<file path="src/design/edge_prog_map.vh">
// Constants for the edge-count program receiver
`ifndef EDGE_PROG_MAP_VH
`define EDGE_PROG_MAP_VH
`define CLK_PERIOD_PS        5000
`define LATCH_TIMEOUT_US     500
`define SHUTDOWN_TIMEOUT_US  500
`define LATCH_TIMEOUT_CYC    ((`LATCH_TIMEOUT_US * 1000000) / `CLK_PERIOD_PS)
`define SHUTDOWN_TIMEOUT_CYC ((`SHUTDOWN_TIMEOUT_US * 1000000) / `CLK_PERIOD_PS)
`define ADDR_VOLTAGE         1'h0
`define ADDR_CURRENT         1'h1
`define EDGES_VOLTAGE        5'h11
`define EDGES_CURRENT        5'h12
`define DATA_MAX_EDGES       5'h10
`define EDGE_COUNT_MAX       5'h1F
`define SETTING_RESET        4'h0
`define SETTING_DEFAULT      4'h0
`endif

</file>
<file path="src/design/edge_prog_timer.v">
// Idle timer: counts cycles the line holds one level, pulses once at the limit
`timescale 1ns/1ps
`default_nettype none
module edge_prog_timer #(
  parameter WIDTH = 17,
  parameter LIMIT = 100000
) (
  // Clock and reset
  input  wire             clk_sys,
  input  wire             rst_b,
  // Control
  input  wire             restart,
  output reg              expired_r
);
  reg  [WIDTH-1:0] count_r;
  wire             at_limit;

  assign at_limit = (count_r == LIMIT[WIDTH-1:0] - {{(WIDTH-1){1'b0}}, 1'b1});

  always @(posedge clk_sys or negedge rst_b) begin
    if (!rst_b) begin
      count_r   <= {WIDTH{1'b0}};
      expired_r <= 1'b0;
    end else if (restart) begin
      count_r   <= {WIDTH{1'b0}};
      expired_r <= 1'b0;
    end else if (at_limit) begin
      count_r   <= count_r + {{(WIDTH-1){1'b0}}, 1'b1};
      expired_r <= 1'b1;
    end else begin
      expired_r <= 1'b0;
      if (count_r != LIMIT[WIDTH-1:0])
        count_r <= count_r + {{(WIDTH-1){1'b0}}, 1'b1};
    end
  end
endmodule // edge_prog_timer
`default_nettype wire

</file>
<file path="src/design/edge_prog_receiver.v">
// Edge-count program receiver on a single enable/program line
// Operation
// - Rising edges on the program line are counted up to 31 (the count then holds) and the count alone carries address and data.
// - A burst of exactly eighteen edges selects the current register at address 1.
// - A burst of exactly seventeen edges selects the voltage register at address 0.
// - A data burst of 1 to 16 edges picks one of sixteen settings, stored as count minus one.
// - When the latch timeout expires high after a data burst, the addressed register is written and the converter updated.
// - Out of shutdown the pointer is address 0, so a data-only burst programs voltage.
// - Going high with no further edges counts that rise as one data edge, giving the default state, address 0 with data 1.
// - Reprogramming is accepted while the line stays high and unaddressed registers keep their values.
// - Eighteen address edges then one data edge turns the current output off, leaving voltage alone.
// - After the line stays low for the off timeout the device shuts down and clears every register.
`timescale 1ns/1ps
`default_nettype none
`include "edge_prog_map.vh"
module edge_prog_receiver #(
  parameter LATCH_CYCLES    = `LATCH_TIMEOUT_CYC,
  parameter SHUTDOWN_CYCLES = `SHUTDOWN_TIMEOUT_CYC,
  parameter TIMER_WIDTH     = 17
) (
  // Clock and reset
  input  wire       clk_sys,
  input  wire       rst_b,
  // Program line
  input  wire       prog_line,
  // Converter codes and status
  output reg  [3:0] voltage_code_r,
  output reg  [3:0] current_code_r,
  output reg        dac_update_r,
  output reg        enabled_r,
  output reg        addr_ptr_r
);
  // Setting codes: 0 = data 1 ... 15 = data 16
  reg        sync1_r;
  reg        sync2_r;
  reg        line_r;
  reg  [4:0] edge_cnt_r;
  reg        pending_r;
  // Next values of the registers
  reg  [4:0] edge_cnt_nxt;
  reg        pending_nxt;
  reg  [3:0] voltage_code_nxt;
  reg  [3:0] current_code_nxt;
  reg        dac_update_nxt;
  reg        enabled_nxt;
  reg        addr_ptr_nxt;
  reg  [2:0] burst_kind;
  wire       latch_restart;
  wire       off_restart;

  // Burst kinds seen when the latch timeout expires
  localparam [2:0] KIND_NONE    = 3'h0;
  localparam [2:0] KIND_DATA    = 3'h1;
  localparam [2:0] KIND_VOLTAGE = 3'h2;
  localparam [2:0] KIND_CURRENT = 3'h3;
  localparam [2:0] KIND_JUNK    = 3'h4;
  // Edge counter values
  localparam [4:0] CNT_ZERO     = 5'h00;
  localparam [4:0] CNT_ONE      = 5'h01;
  // Power states held in enabled_r
  localparam       PWR_OFF      = 1'b0;
  localparam       PWR_ON       = 1'b1;
  wire       rise;
  wire       fall;
  wire       latch_exp;
  wire       off_exp;
  wire [3:0] data_code;

  always @(posedge clk_sys or negedge rst_b) begin
    if (!rst_b) begin
      sync1_r <= 1'b0;
      sync2_r <= 1'b0;
      line_r  <= 1'b0;
    end else begin
      sync1_r <= prog_line;
      sync2_r <= sync1_r;
      line_r  <= sync2_r;
    end
  end

  assign rise      = sync2_r & ~line_r;
  assign fall      = ~sync2_r & line_r;
  assign data_code = edge_cnt_r[3:0] - 4'h1;
  assign latch_restart = rise | fall | ~sync2_r;
  assign off_restart   = rise | fall | sync2_r;

  // Classify the counted burst; counts above the address band (over eighteen) are dropped
  always @* begin
    burst_kind = KIND_NONE;
    if (pending_r) begin
      if (edge_cnt_r == `EDGES_VOLTAGE)
        burst_kind = KIND_VOLTAGE;
      else if (edge_cnt_r == `EDGES_CURRENT)
        burst_kind = KIND_CURRENT;
      else if (edge_cnt_r <= `DATA_MAX_EDGES)
        burst_kind = KIND_DATA;
      else
        burst_kind = KIND_JUNK;
    end
  end

  // Latch timer restarts on any change and while low
  edge_prog_timer #(
    .WIDTH (TIMER_WIDTH),
    .LIMIT (LATCH_CYCLES)
  ) u_latch_timer (
    .clk_sys   (clk_sys),
    .rst_b     (rst_b),
    .restart   (latch_restart),
    .expired_r (latch_exp)
  );

  // Shutdown timer restarts on any change and while high
  edge_prog_timer #(
    .WIDTH (TIMER_WIDTH),
    .LIMIT (SHUTDOWN_CYCLES)
  ) u_off_timer (
    .clk_sys   (clk_sys),
    .rst_b     (rst_b),
    .restart   (off_restart),
    .expired_r (off_exp)
  );

  // Power state: off until a latch timeout passes with the line high
  always @* begin
    enabled_nxt = enabled_r;
    case (enabled_r)
      PWR_OFF: begin
        if (latch_exp)
          enabled_nxt = PWR_ON;
      end
      PWR_ON: begin
        if (off_exp)
          enabled_nxt = PWR_OFF;
      end
      default: begin
        enabled_nxt = PWR_OFF;
      end
    endcase
  end

  // Counter, pointer and setting codes
  always @* begin
    edge_cnt_nxt     = edge_cnt_r;
    pending_nxt      = pending_r;
    voltage_code_nxt = voltage_code_r;
    current_code_nxt = current_code_r;
    addr_ptr_nxt     = addr_ptr_r;
    dac_update_nxt   = 1'b0;
    if (off_exp) begin
      // An edge that lands with the shutdown still counts as the first edge
      edge_cnt_nxt     = rise ? CNT_ONE : CNT_ZERO;
      pending_nxt      = rise;
      voltage_code_nxt = `SETTING_RESET;
      current_code_nxt = `SETTING_RESET;
      addr_ptr_nxt     = `ADDR_VOLTAGE;
      dac_update_nxt   = enabled_r;
    end else if (rise) begin
      if (edge_cnt_r != `EDGE_COUNT_MAX)
        edge_cnt_nxt = edge_cnt_r + CNT_ONE;
      pending_nxt = 1'b1;
    end else if (latch_exp) begin
      edge_cnt_nxt = CNT_ZERO;
      pending_nxt  = 1'b0;
      if (enabled_r == PWR_OFF)
        dac_update_nxt = 1'b1;
      // Address bursts move the pointer, data bursts write the addressed code
      case (burst_kind)
        KIND_VOLTAGE: begin
          addr_ptr_nxt = `ADDR_VOLTAGE;
        end
        KIND_CURRENT: begin
          addr_ptr_nxt = `ADDR_CURRENT;
        end
        KIND_DATA: begin
          // Stored code is the edge count minus one
          if (addr_ptr_r == `ADDR_CURRENT)
            current_code_nxt = data_code;
          else
            voltage_code_nxt = data_code;
          dac_update_nxt = 1'b1;
        end
        KIND_NONE, KIND_JUNK: begin
          // Empty and out-of-band bursts leave the pointer and both setting codes alone
          addr_ptr_nxt = addr_ptr_r;
        end
        default: begin
          addr_ptr_nxt = addr_ptr_r;
        end
      endcase
    end
  end

  // Burst counter
  always @(posedge clk_sys or negedge rst_b) begin
    if (!rst_b) begin
      edge_cnt_r <= CNT_ZERO;
      pending_r  <= 1'b0;
    end else begin
      edge_cnt_r <= edge_cnt_nxt;
      pending_r  <= pending_nxt;
    end
  end

  // Outputs, each straight from a flip-flop
  always @(posedge clk_sys or negedge rst_b) begin
    if (!rst_b) begin
      voltage_code_r <= `SETTING_RESET;
      current_code_r <= `SETTING_RESET;
      dac_update_r   <= 1'b0;
      enabled_r      <= PWR_OFF;
      addr_ptr_r     <= `ADDR_VOLTAGE;
    end else begin
      voltage_code_r <= voltage_code_nxt;
      current_code_r <= current_code_nxt;
      dac_update_r   <= dac_update_nxt;
      enabled_r      <= enabled_nxt;
      addr_ptr_r     <= addr_ptr_nxt;
    end
  end
endmodule // edge_prog_receiver
`default_nettype wire

</file>
<file path="config.mk">
export PLATFORM = sky130hd
export DESIGN_NAME = edge_prog_receiver
export DESIGN_NICKNAME = d
export VERILOG_FILES = /design/src/design/edge_prog_timer.v /design/src/design/edge_prog_receiver.v
export VERILOG_INCLUDE_DIRS = /design/src /design/src/design
export SDC_FILE = /design/constraint.sdc
export NUM_CORES = 1
export LEC_CHECK = 0
export ABC_AREA = 1
export BUFFER_PORTS_ARGS = -buffer_cell sky130_fd_sc_hd__buf_2
export CAP_MARGIN = 25
export CORE_ASPECT_RATIO = 0.5
export CORE_MARGIN = 3
export CORE_UTILIZATION = 50
export DETAILED_ROUTE_END_ITERATION = 6
export HOLD_SLACK_MARGIN = 0.12
export PLACE_DENSITY = 0.67
export SYNTH_ARGS = -nofsm -noshare
export SYNTH_HDL_FRONTEND = slang
export SYNTH_SLANG_ARGS = --single-unit
</file>
<file path="constraint.sdc">
create_clock -name clk_sys -period 2.16 [get_ports clk_sys]
set_clock_uncertainty 0.15 [all_clocks]
set_input_delay 0.108 -clock clk_sys [delete_from_list [all_inputs] [get_ports clk_sys]]
set_output_delay 0.108 -clock clk_sys [all_outputs]
set_load 0.01 [all_outputs]
</file>
Word level (Yosys, flattened, before mapping). Cells that the tools add are included.

Word-level logic and storage cells: 95. Bits in registers: 56. Output and inout port bits: 11. Input bits: 3.

Bitwise logic cells: 8. Add/sub/neg operators: 4. Equal/unequal tests: 13. Mux-type cells: 44. Reduce and logical (&&, ||, !) cells: 11. Magnitude comparators: 1.

Operator list (count): $mux W17 (6); $mux W4 (10); $add A17 B1 Y17 const B (2); $eq A17 B17 Y1 const B (2); $ne A17 B17 Y1 const B (2); $mux W5 (4); $mux W1 (18); $mux W3 (4); $reduce_bool A3 Y1 (4); $eq A5 B5 Y1 const B (2); $reduce_and A4 Y1 (2); $eq A3 B2 Y1 const B (2); $reduce_bool A2 Y1 (3); $add A5 B1 Y5 const B (1); $le A5 B5 Y1 const B (1); $ne A5 B5 Y1 const B (1); $ne A2 B1 Y1 const B (2); $pmux W1 S2 (2); $sub A4 B1 Y4 const B (1); $eq A3 B1 Y1 const B (1); $ne A3 B1 Y1 const B (1); $not A1 Y1 (3); $or A1 B1 Y1 (3); $reduce_and A3 Y1 (1); 2 further kinds (3).

Depth between registers and ports, before layout. Gate-level depths: netlist of the first run.

Word-level depth: 10. Mapped depth: 10. Depth with buffers taken out: 10.

By module. A second synthesis of the first run with hierarchy kept.

Cell total of the unflattened synthesis: 431. Area total of the unflattened synthesis: 3298.2 µm².

By module, submodules not included: edge_prog_timer (times used 2, cells each 148, area an instance 1091.0 µm², sequential area each 450.4 µm²); edge_prog_receiver (times used 1, cells each 135, area an instance 1116.1 µm², sequential area each 500.5 µm²).

Worst setup path after synthesis of the first run. OpenSTA, ideal clock, no wires.

Path type: flip-flop to flip-flop. Start: reg edge_cnt_r[0]. End: reg voltage_code_r[0]. Arrival time: 1.315 ns. Stages on the path, launching flop included: 11. Slack: 0.578 ns. Buffers on the path: 0. Cell sequence: dfrtp_1 -> inv_1 -> ha_1 -> nand2_1 -> inv_1 -> nand2_1 -> nand4_2 -> nand2_4 -> nand3_4 -> nand2_1 -> nand2_1.

Longest elaborated chain between the ends: 8.

RTL lines: start: declaration (RTL line edge_prog_receiver.v:37) `reg [4:0] edge_cnt_r;`; start signal: assignment (RTL line edge_prog_receiver.v:200) `edge_cnt_r <= edge_cnt_nxt;`; $le A5 B5 Y1 (no source line); $mux W3 (RTL line edge_prog_receiver.v:95) `` else if (edge_cnt_r <= `DATA_MAX_EDGES) ``; $mux W3 (RTL line edge_prog_receiver.v:93) `` else if (edge_cnt_r == `EDGES_CURRENT) ``; $mux W3 (RTL line edge_prog_receiver.v:91) `` if (edge_cnt_r == `EDGES_VOLTAGE) ``; $mux W3 (RTL line edge_prog_receiver.v:90) `if (pending_r) begin`; $eq A3 B1 Y1 (RTL line edge_prog_receiver.v:168) `case (burst_kind)`; $reduce_bool A2 Y1 (no source line); $reduce_and A4 Y1 (no source line); end signal: assignment (RTL line edge_prog_receiver.v:208) `` voltage_code_r <= `SETTING_RESET; ``; end signal: assignment (RTL line edge_prog_receiver.v:214) `voltage_code_r <= voltage_code_nxt;`; end: declaration (RTL line edge_prog_receiver.v:27) `output reg [3:0] voltage_code_r,`.

Parallel ways exist; a longest one is shown, timed or not. The select of a mux whose other input is x is not followed. A chain may end at the register's enable or synchronous reset.

Worst setup path in the final report of the first run. Same ends and word-level chain as after synthesis.

==> summary.txt, run 1 <==
Run status
  • Status: completed

Global routing
  • Number of global-route vias before repair: between 2000 and 2500
  • Largest net degree at the start of global routing: 37
  • Total congestion overflow after global routing: 0
  • Global-route wire length before repair: 10500 µm
  • Global routing usage summed across all routing layers: 19.0%
  • Antenna violations before repair: 0

Synth
  • Top cells by count, synth: sky130_fd_sc_hd__nand2_1, sky130_fd_sc_hd__dfrtp_1, sky130_fd_sc_hd__inv_1
  • Async S/R FF share, synth: 100%
  • Number of standard cells after synthesis: approximately 370
  • Synth unique cells: 37
  • Number of warning messages in the yosys log: 0
  • Library cell with the highest instance count after synthesis: sky130_fd_sc_hd__nand2_1
  • Yosys reg bits: 56
  • Share of the yosys chip area belonging to registers: about 46%
  • Post-synthesis area per instance: 8.34 µm²
  • Cell type with the highest aggregate area in the netlist: sky130_fd_sc_hd__dfrtp_1
  • Area share of the largest cell type after synthesis: a little under half
  • Post-synth design cell area: 0.00308 mm²
  • Most used DFF post-synth: sky130_fd_sc_hd__dfrtp_1
  • Cell types with the largest area share after synthesis: sky130_fd_sc_hd__dfrtp_1, sky130_fd_sc_hd__nand2_1, sky130_fd_sc_hd__inv_1
  • Number of synthesized flops with an enable pin: 0
  • Post-Syn Nets: between 300 and 400

Place
  • Port Buffers: 13
  • DPL Wire Length: between 4000 and 5000 µm
  • Total placed instance area: about 0.0032 mm²
  • Final estimated routing congestion in global placement: 0.872

Clocking
  • TritonCTS clock tree: built
  • TritonCTS Buffers: 5
  • Worst-Skew Late Latency: 0.30 ns
  • Clk root buf: sky130_fd_sc_hd__clkbuf_16
  • Number of cells upsized or downsized after cts: 0
  • Buffers inserted by post-CTS timing repair: 0
  • Hold-fix buffers at CTS: 2
  • Clock transition at the registers of the reported paths: around 0.07 ns
  • Deepest level of the CTS H-tree: 2
  • Total number of clock tree sinks: 56
  • Maximum buffer depth of the clock tree: 2

Route
  • DRC violation total after the first TritonRoute iteration: 157
  • Routed vias/inst: 5.33
  • Post-route antenna net violation count: 0
  • Routed wire length per instance: 13.0 µm
  • Vias: between 2000 and 2500
  • DRC violations left: 0
  • Overall routed net length: 5990 µm
  • Number of search-and-repair iterations in the first detailed-routing pass: 4

Cells and area
  • Core Util, Final: 59.7%
  • Ratio of cells with drive above 1 in the final layout: 14.1%
  • Post-synthesis to final-layout area growth: 10.7%
  • Number of nets at the end of the flow: 400
  • Antenna fix cells: 0
  • Cell area after layout: 0.00341 mm²

Pwr
  • Maximum resistive drop on vdd: approximately 0.37 mV
  • Reported leakage power: 1.53 nW
  • Power density relative to cell area: 616 mW/mm²
  • Power Total: 2.10 mW

Floorplanning
  • Die Ht: 61.5 µm
  • Initial core utilization: a little over half
  • Core footprint: 0.00571 mm²
  • Ports: 14
  • Std cell rows: 19
  • Floorplan die width: about 120 µm
  • Full die area: 0.00719 mm²

STA
  • Final worst hold slack: between 0.15 and 0.2 ns
  • Final cycle utilization of the critical path: roughly 83%
  • Post-route minimum period: 1.78 ns
  • Setup repair after global routing missed its margin: no
  • Max-Slew Margin vs Limit: 66.3%
  • Post-Route Setup TNS: 0 ns
  • Final-report setup violation count: 0
  • Final Slew Violations: 0
  • Number of endpoints with negative hold slack in the final report: 0
  • Actual transition at the worst max-transition pin: ~0.51 ns
  • Maximum frequency from static timing analysis: around 560 MHz

Worst setup path
  • WP data arrival: 1.83 ns
  • CP startpoint kind: register
  • Endpoint type of the worst setup path: register
  • CP max FO: 10
  • CP required: approximately 2.2 ns
  • Kind of critical path: reg -> reg
  • Cell count of the worst reg-to-reg path: 10

Hold path
  • Worst hold path class: in -> async

Flow run
  • Max-capacitance violation count: 0
## registers in the layout (all words and copies together) (netlist names)
name,cells
addr_ptr_r,1
current_code_r,4
dac_update_r,1
edge_cnt_r,5
enabled_r,1
line_r,1
pending_r,1
sync1_r,1
sync2_r,1
u_latch_timer.count_r,17
u_latch_timer.expired_r,1
u_off_timer.count_r,17
u_off_timer.expired_r,1
voltage_code_r,4
## worst max-delay path, cell delays in order (launching register included)
cell and delay [ns]:
sky130_fd_sc_hd__dfrtp_1 0.42, sky130_fd_sc_hd__inv_1 0.14, sky130_fd_sc_hd__ha_1 0.22, sky130_fd_sc_hd__nand2_1 0.05, sky130_fd_sc_hd__inv_1 0.04, sky130_fd_sc_hd__nand2_1 0.10
sky130_fd_sc_hd__nand4_2 0.16, sky130_fd_sc_hd__nand2_4 0.16, sky130_fd_sc_hd__nand3_4 0.10, sky130_fd_sc_hd__nand2_1 0.07, sky130_fd_sc_hd__nand2_1 0.05
## worst paths after layout
kind | from | end | slack, ns
setup / recovery | edge_cnt_r[0] | voltage_code_r[0] | 0.38
hold / removal | rst_b | edge_cnt_r[0] | 0.15
setup reg to reg | edge_cnt_r[0] | voltage_code_r[0] | 0.38
hold reg to reg | sync1_r | sync2_r | 0.21
max in group asynchronous | rst_b | u_off_timer.count_r[0] | 1.13
min in group clk_sys | sync1_r | sync2_r | 0.21
## metal layers
metal | GRT usage, % | vias to the layer above | routed length [µm]
met5 | 0 | - | 0
met4 | 7.52 | 0 | 99
met3 | 5.10 | 9 | 272
met2 | 30.8 | 63 | 2660
met1 | 25.0 | 1139 | 2960
li1 | - | 1251 | -
## power by group
part / total (mW) / switching (mW) / internal (mW)
Combinational: 0.110 / 0.0785 / 0.0316
Clock: 0.918 / 0.372 / 0.546
Sequential: 1.07 / 0.0112 / 1.06
Total: 2.10 / 0.461 / 1.64
## cell type report
cell class,count,area (µm²)
inverters,48,183
fillers,502,2300
multi-input cells,261,1460
repair buffers,16,105
flip-flops and latches,56,1400
clock buffers,6,129
well taps,73,91.3
clock inverters,2,35.0
## layout by cell type (no fill, tap or decap), types with 9 or more instances in the layout
cell type	instances
sky130_fd_sc_hd__inv_1	45
sky130_fd_sc_hd__dfrtp_1	56
sky130_fd_sc_hd__nand3_1	27
sky130_fd_sc_hd__buf_2	13
sky130_fd_sc_hd__nand2_1	75
sky130_fd_sc_hd__ha_1	9
sky130_fd_sc_hd__o21ai_0	14
sky130_fd_sc_hd__nand4_1	14
sky130_fd_sc_hd__a21oi_1	18
sky130_fd_sc_hd__nor2_1	41
## metrics by stage
step	worst slack (ns)	cells
2_1_floorplan	0.578	369
3_3_place_gp	0.480	452
3_5_place_dp	0.401	452
4_1_cts	0.381	462
5_1_grt	0.201	462
6_report	0.376	462
## kinds of logic after synthesis
kind of cell             after synthesis  synth area share, %
AND/OR/NAND/NOR                      196                 33.0
flip-flops                            56                 45.5
buffers and inverters                 52                 6.95
AO/OA/AOI/OAI                         48                 8.62
adder cells (fa/ha/maj)                9                 3.66
XOR/XNOR                               8                 2.28
Power figures use the tool's default switching activity.
==> run 2: changes to the inputs <==
--- a/config.mk
+++ b/config.mk
@@ -14,7 +14,7 @@
 export CORE_UTILIZATION = 50
 export DETAILED_ROUTE_END_ITERATION = 6
 export HOLD_SLACK_MARGIN = 0.12
-export PLACE_DENSITY = 0.67
+export PLACE_DENSITY = 0.7
 export SYNTH_ARGS = -nofsm -noshare
 export SYNTH_HDL_FRONTEND = slang
 export SYNTH_SLANG_ARGS = --single-unit
==> constraint.sdc (replaced) <==
create_clock -name clk_sys -period 1.6 [get_ports clk_sys]
set_clock_uncertainty 0.15 [all_clocks]
set_input_delay 0.08 -clock clk_sys [delete_from_list [all_inputs] [get_ports clk_sys]]
set_output_delay 0.08 -clock clk_sys [all_outputs]
set_load 0.01 [all_outputs]
==> summary.txt, run 2 (synthesis gave the netlist of run 1 again) <==
Run status
  • Status: finished with violations
  • Violations in the final reports: setup timing

STA
  • Max-Slew Margin vs Limit: 66.6% (+0.36 points)
  • Post-route minimum period: 1.73 ns (-0.0553 ns)
  • Maximum frequency from static timing analysis: 578 MHz (+3.2%)
  • Final Slew Violations: 0 (unchanged)
  • Actual transition at the worst max-transition pin: 0.501 ns (-0.00546 ns)
  • Number of endpoints with negative hold slack in the final report: 0 (unchanged)
  • Crit path setup slack, layout: -0.129 ns (-0.505 ns)
  • Setup repair after global routing missed its margin: yes
  • Final-report setup violation count: 14 (+14)
  • Final cycle utilization of the critical path: 108% (+25 points)

Worst setup path
  • WP data arrival: 1.80 ns (-0.03 ns)
  • CP max FO: 4 (-6)
  • Kind of critical path: reg -> reg
  • CP required: 1.67 ns (-0.53 ns)
  • CP startpoint kind: register
  • Endpoint type of the worst setup path: register

Clocking
  • Maximum buffer depth of the clock tree: 2 (unchanged)
  • TritonCTS clock tree: built
  • TritonCTS Buffers: 5 (unchanged)
  • Worst-Skew Late Latency: 0.29 ns (about the same)
  • Deepest level of the CTS H-tree: 2 (unchanged)
  • Total number of clock tree sinks: 56 (unchanged)
  • Clock transition at the registers of the reported paths: 0.07 ns (about the same)
  • Clk root buf: sky130_fd_sc_hd__clkbuf_16

Floorplanning
  • Initial core utilization: 53.9% (unchanged)
  • Die Ht: 61.5 µm (unchanged)
  • Core footprint: 0.00571 mm² (unchanged)
  • Floorplan die width: 117 µm (unchanged)
  • Ports: 14 (unchanged)
  • Full die area: 0.00719 mm² (unchanged)
  • Std cell rows: 19 (unchanged)

Pwr
  • Power density relative to cell area: 782 mW/mm² (+27%)
  • Reported net switching power: 0.620 mW (+34%)
  • Reported leakage power: 1.67 nW (+9.5%)
  • Combinational cell fraction of total power: 6.5% (+1.3 points)
  • Maximum resistive drop on vdd: 0.390 mV (+5.7%)
  • Power share of the clock group: 42.9% (-0.9 points)
  • Cell internal pwr: 2.23 mW (+37%)
  • Switching fraction of total power: 21.7% (-0.26 points)
  • Reg power frac: 50.5% (-0.5 points)

Cells and area
  • Ratio of cells with drive above 1 in the final layout: 22.8% (+8.7 points)
  • Most common library cell in the layout ignoring fill and taps: sky130_fd_sc_hd__nand2_1
  • Post-synthesis to final-layout area growth: 18.5%
  • Top flop regs: u_latch_timer.count_r x17, u_off_timer.count_r x17, edge_cnt_r x5
  • Antenna fix cells: 0 (unchanged)
  • Core Util, Final: 63.9% (+4.2 points)
  • Cell area after layout: 0.00365 mm² (+7.1%)
  • Number of nets at the end of the flow: 423 (+5.8%)
  • Layout filler cell count: 468 (-6.8%)
  • Most frequent cells in the layout: sky130_fd_sc_hd__nand2_1, sky130_fd_sc_hd__dfrtp_1, sky130_fd_sc_hd__inv_1

Global routing
  • Number of global-route vias before repair: 2472 (+8.3%)
  • Antenna violations before repair: 0 (unchanged)
  • Largest net degree at the start of global routing: 26 (-30%)
  • Global-route wire length before repair: 11000 µm (+4.8%)
  • Total congestion overflow after global routing: 0 (unchanged)
  • Global routing usage summed across all routing layers: 19.7% (+0.60 points)

Place
  • DPL Wire Length: 4720 µm (+7.9%)
  • Port Buffers: 13 (unchanged)
  • Total placed instance area: 0.00337 mm² (+4.4%)
  • Worst setup slack after placement: -0.125 ns (-0.526 ns)
  • Final estimated routing congestion in global placement: 0.836 (-4.1%)

Route
  • Overall routed net length: 6330 µm (+5.7%)
  • Routed vias/inst: 5.29 (-0.64%)
  • DRC violations left: 0 (unchanged)
  • Routed wire length per instance: 13.1 µm (+0.66%)
  • Number of search-and-repair iterations in the first detailed-routing pass: 4 (unchanged)
  • Vias: 2568 (+4.3%)
  • DRC violation total after the first TritonRoute iteration: 164 (+4.5%)
  • Post-route antenna net violation count: 0 (unchanged)

Flow run
  • Max-capacitance violation count: 0 (unchanged)

Hold path
  • Worst hold path class: in -> async
-- run 2: metal layers --
layer,wire length (µm),vias to the layer above,track usage (%)
met5,0,-,0
met4,88,0,7.35
met3,252,10,4.91
met2,2900,45,32.9
met1,3090,1218,25.2
li1,-,1295,-
-- run 2: timing repair --
| item | CTS | global route |
|---|---|---|
| pin swaps | 2 | 12 |
| setup buffers | 1 | 2 |
| resized for setup | 4 | 18 |
| hold buffers | 2 | 0 |
| hold endpoints to repair | 57 | 0 |
| setup endpoints to repair | 14 | 23 |
| cloned | 1 | 0 |
-- run 2: worst max-delay path, cell delays in order (launching register included) --
cell and delay (ns):
sky130_fd_sc_hd__dfrtp_1 0.41, sky130_fd_sc_hd__ha_2 0.22, sky130_fd_sc_hd__nand2_2 0.07, sky130_fd_sc_hd__nor2_2 0.12, sky130_fd_sc_hd__ha_2 0.18, sky130_fd_sc_hd__inv_2 0.04
sky130_fd_sc_hd__o21ai_4 0.18, sky130_fd_sc_hd__buf_4 0.14, sky130_fd_sc_hd__a21oi_1 0.03, sky130_fd_sc_hd__a21oi_1 0.11
-- run 2: worst paths after layout --
path                                            endpoint  cells past startpoint          start  slack (ns)
min in group clk_sys                             sync2_r                      0        sync1_r        0.20
worst min register to register                   sync2_r                      0        sync1_r        0.20
worst max register to register             edge_cnt_r[2]                      9  edge_cnt_r[1]       -0.13
worst max-delay path                       edge_cnt_r[2]                      9  edge_cnt_r[1]       -0.13
max in group asynchronous       u_latch_timer.count_r[6]                      3          rst_b        0.60
worst min-delay path                       edge_cnt_r[4]                      2          rst_b        0.14
-- run 2: per-stage QoR --
step / total power, mW / setup TNS, ns / hold slack (ns) / cells
2_1_floorplan: 1.55 / 0 / -0.366 / 369
4_1_cts: 2.87 / -0.769 / 0.153 / 483
3_5_place_dp: 1.64 / -1.12 / -0.0744 / 471
3_3_place_gp: 1.63 / 0 / -0.0813 / 471
5_1_grt: 2.97 / -2.81 / 0.185 / 485
6_report: 2.85 / -1.22 / 0.136 / 485
-- run 2: cell type report --
cell class / count / area [µm²] / area share [%]
multi-input cells: 262 / 1530 / 42.0
clock buffers: 6 / 129 / 3.53
repair buffers: 38 / 270 / 7.41
inverters: 48 / 185 / 5.08
flip-flops and latches: 56 / 1400 / 38.5
well taps: 73 / 91.3 / 2.50
clock inverters: 2 / 35.0 / 0.960
-- run 2: power groups by stage --
stage | registers, mW | logic (mW) | clock network, mW
final | 1.44 | 0.186 | 1.23
after global routing | 1.44 | 0.208 | 1.32
after CTS | 1.44 | 0.180 | 1.25
after detailed placement | 1.47 | 0.173 | 0
after global placement | 1.47 | 0.168 | 0
after floorplan | 1.47 | 0.0871 | 0
==> run 3: changes to the inputs <==
==> constraint.sdc (replaced) <==
create_clock -name clk_sys -period 1.5 [get_ports clk_sys]
set_clock_uncertainty 0.15 [all_clocks]
set_input_delay 0.075 -clock clk_sys [delete_from_list [all_inputs] [get_ports clk_sys]]
set_output_delay 0.075 -clock clk_sys [all_outputs]
set_load 0.01 [all_outputs]
==> summary.txt, run 3 (synthesis gave the netlist of run 1 again) <==
Worst setup path
  • Count of buffer and inverter cells on the critical path: 2 (unchanged)
  • Endpoint type of the worst setup path: register
  • CP max FO: 7 (+3)
  • Crit. Startpoint: edge_cnt_r[1]
  • WP data arrival: 1.72 ns (-0.08 ns)
  • Slowest stage delay, CP: 0.42 ns (about the same)
  • CP startpoint kind: register
  • Cell type group with the largest total delay on the critical path: flip-flops
  • Most common cell type on the critical path: sky130_fd_sc_hd__ha_2
  • Reg-to-reg critical path startpoint: edge_cnt_r[1]
  • Kind of critical path: reg -> reg
  • Slowest-stage cell, CP: sky130_fd_sc_hd__dfrtp_1
  • CP required: 1.53 ns (-0.14 ns)
  • Crit-path cells: ha_2, nand2_2, nor2_2, ha_2, inv_2, o21ai_4, inv_4, o211ai_1, o21ai_1

Cells and area
  • Most frequent cells in the layout: sky130_fd_sc_hd__nand2_1, sky130_fd_sc_hd__dfrtp_1, sky130_fd_sc_hd__buf_4
  • Post-synthesis to final-layout area growth: 32.1%
  • Non-filler instance count after layout: 510 (+5.2%)
  • Antenna fix cells: 0 (unchanged)
  • Number of nets at the end of the flow: 449 (+6.1%)
  • Most common library cell in the layout ignoring fill and taps: sky130_fd_sc_hd__nand2_1
  • Top flop regs: u_latch_timer.count_r x17, u_off_timer.count_r x17, edge_cnt_r x5
  • Ratio of cells with drive above 1 in the final layout: 34.8% (+12 points)
  • Layout filler cell count: 378 (-19%)

Route
  • DRC violation total after the first TritonRoute iteration: 161 (-1.8%)
  • DRC violations left: 0 (unchanged)
  • Overall routed net length: 7140 µm (+13%)
  • Post-route antenna net violation count: 0 (unchanged)
  • Vias: 2731 (+6.3%)
  • Routed wire length per instance: 14.0 µm (+7.2%)
  • Routed vias/inst: 5.35 (+1.1%)
  • Number of search-and-repair iterations in the first detailed-routing pass: 5 (+1)

Floorplanning
  • Initial core utilization: 53.9% (unchanged)
  • Full die area: 0.00719 mm² (unchanged)
  • Die Ht: 61.5 µm (unchanged)
  • Floorplan die width: 117 µm (unchanged)
  • Std cell rows: 19 (unchanged)
  • Ports: 14 (unchanged)
  • Core footprint: 0.00571 mm² (unchanged)

STA
  • Final Slew Violations: 0 (unchanged)
  • Number of endpoints with negative hold slack in the final report: 0 (unchanged)
  • Setup repair after global routing missed its margin: yes
  • Max-Slew Margin vs Limit: 73.7% (+7.0 points)
  • Post-route minimum period: 1.70 ns (-0.0321 ns)
  • Final cycle utilization of the critical path: 113% (+5.1 points)
  • Final-report setup violation count: 20 (+6)
  • Crit path setup slack, layout: -0.197 ns (-0.0679 ns)
  • Actual transition at the worst max-transition pin: 0.394 ns (-0.106 ns)
  • Maximum frequency from static timing analysis: 589 MHz (+1.9%)

Global routing
  • Global routing usage summed across all routing layers: 19.7% (+0.043 points)
  • Number of global-route vias before repair: 2485 (+0.53%)
  • Largest net degree at the start of global routing: 34 (+31%)
  • Total congestion overflow after global routing: 0 (unchanged)
  • Antenna violations before repair: 0 (unchanged)
  • Global-route wire length before repair: 11000 µm (-0.13%)

Clocking
  • TritonCTS Buffers: 5 (unchanged)
  • TritonCTS clock tree: built
  • Worst-Skew Late Latency: 0.29 ns (about the same)
  • Maximum buffer depth of the clock tree: 2 (unchanged)
  • Clk root buf: sky130_fd_sc_hd__clkbuf_16
  • Clock transition at the registers of the reported paths: 0.07 ns (about the same)
  • Deepest level of the CTS H-tree: 2 (unchanged)
  • Total number of clock tree sinks: 56 (unchanged)

Run status
  • Violations in the final reports: setup timing
  • Status: finished with violations

Place
  • Final estimated routing congestion in global placement: 0.890 (+6.4%)
  • Worst setup slack after placement: -0.186 ns (-0.0609 ns)
  • Post-placement cell count: 480 (+1.9%)
  • Port Buffers: 13 (unchanged)
  • DPL Wire Length: 4660 µm (-1.3%)

Pwr
  • Maximum resistive drop on vdd: 0.426 mV (+9.2%)
  • Reported leakage power: 1.82 nW (+9.0%)
  • Power density relative to cell area: 745 mW/mm² (-4.7%)

Flow run
  • Max-capacitance violation count: 0 (unchanged)

Hold path
  • Worst hold path class: in -> async
-- run 3: where the power goes --
group          total (mW)  switching (mW)  internal [mW]
logic               0.269           0.152          0.116
clock network        1.22           0.517          0.702
registers            1.54          0.0182           1.52
total                3.03           0.687           2.34
-- run 3: worst paths after layout --
check,end,slack (ns),cells after the start
setup / recovery,edge_cnt_r[0],-0.20,9
hold / removal,edge_cnt_r[3],0.16,3
setup reg to reg,edge_cnt_r[0],-0.20,9
hold reg to reg,sync2_r,0.21,0
max in group asynchronous,u_off_timer.count_r[10],0.25,3
min in group clk_sys,sync2_r,0.21,0
-- run 3: final cells by class --
class                   count  area, µm²  area share (%)
clock buffers               7        153            3.75
inverters                  48        193            4.74
multi-input cells         262       1720            42.4
flip-flops and latches     56       1410            34.6
well taps                  73       91.3            2.25
repair buffers             64        499            12.3
-- run 3: through the flow --
step	hold slack, ns	total power, mW	setup TNS (ns)	cell area (µm²)	util [%]
finish	0.160	3.03	-2.13	4070	71.3
global placement	-0.195	1.76	-1.27	3470	60.8
detailed placement	-0.188	1.77	-2.19	3470	60.8
global route	0.175	3.16	-5.05	4070	71.3
CTS	0.160	3.00	-1.41	3730	65.4
floorplan	-0.371	1.67	-0.263	3100	-
-- run 3: worst min-delay path: stages --
cell and delay (ns):
sky130_fd_sc_hd__dlygate4sd3_1 0.52, sky130_fd_sc_hd__buf_2 0.18, sky130_fd_sc_hd__buf_12 0.17
-- run 3: routing by layer --
metal / wire length (µm) / vias up / track usage [%]
li1: - / 1342 / -
met1: 3160 / 1311 / 25.5
met2: 3570 / 64 / 33.1
met3: 286 / 14 / 4.61
met4: 114 / 0 / 7.03
met5: 0 / - / 0
-- run 3: what timing repair did --
item                       4_1_cts  5_1_grt
hold endpoints to repair        57        0
buffers inserted                 7       12
pin swaps                        4       19
setup endpoints to repair       21       37
hold buffers                     3        0
gates cloned                     0        1
resized for setup                7       65
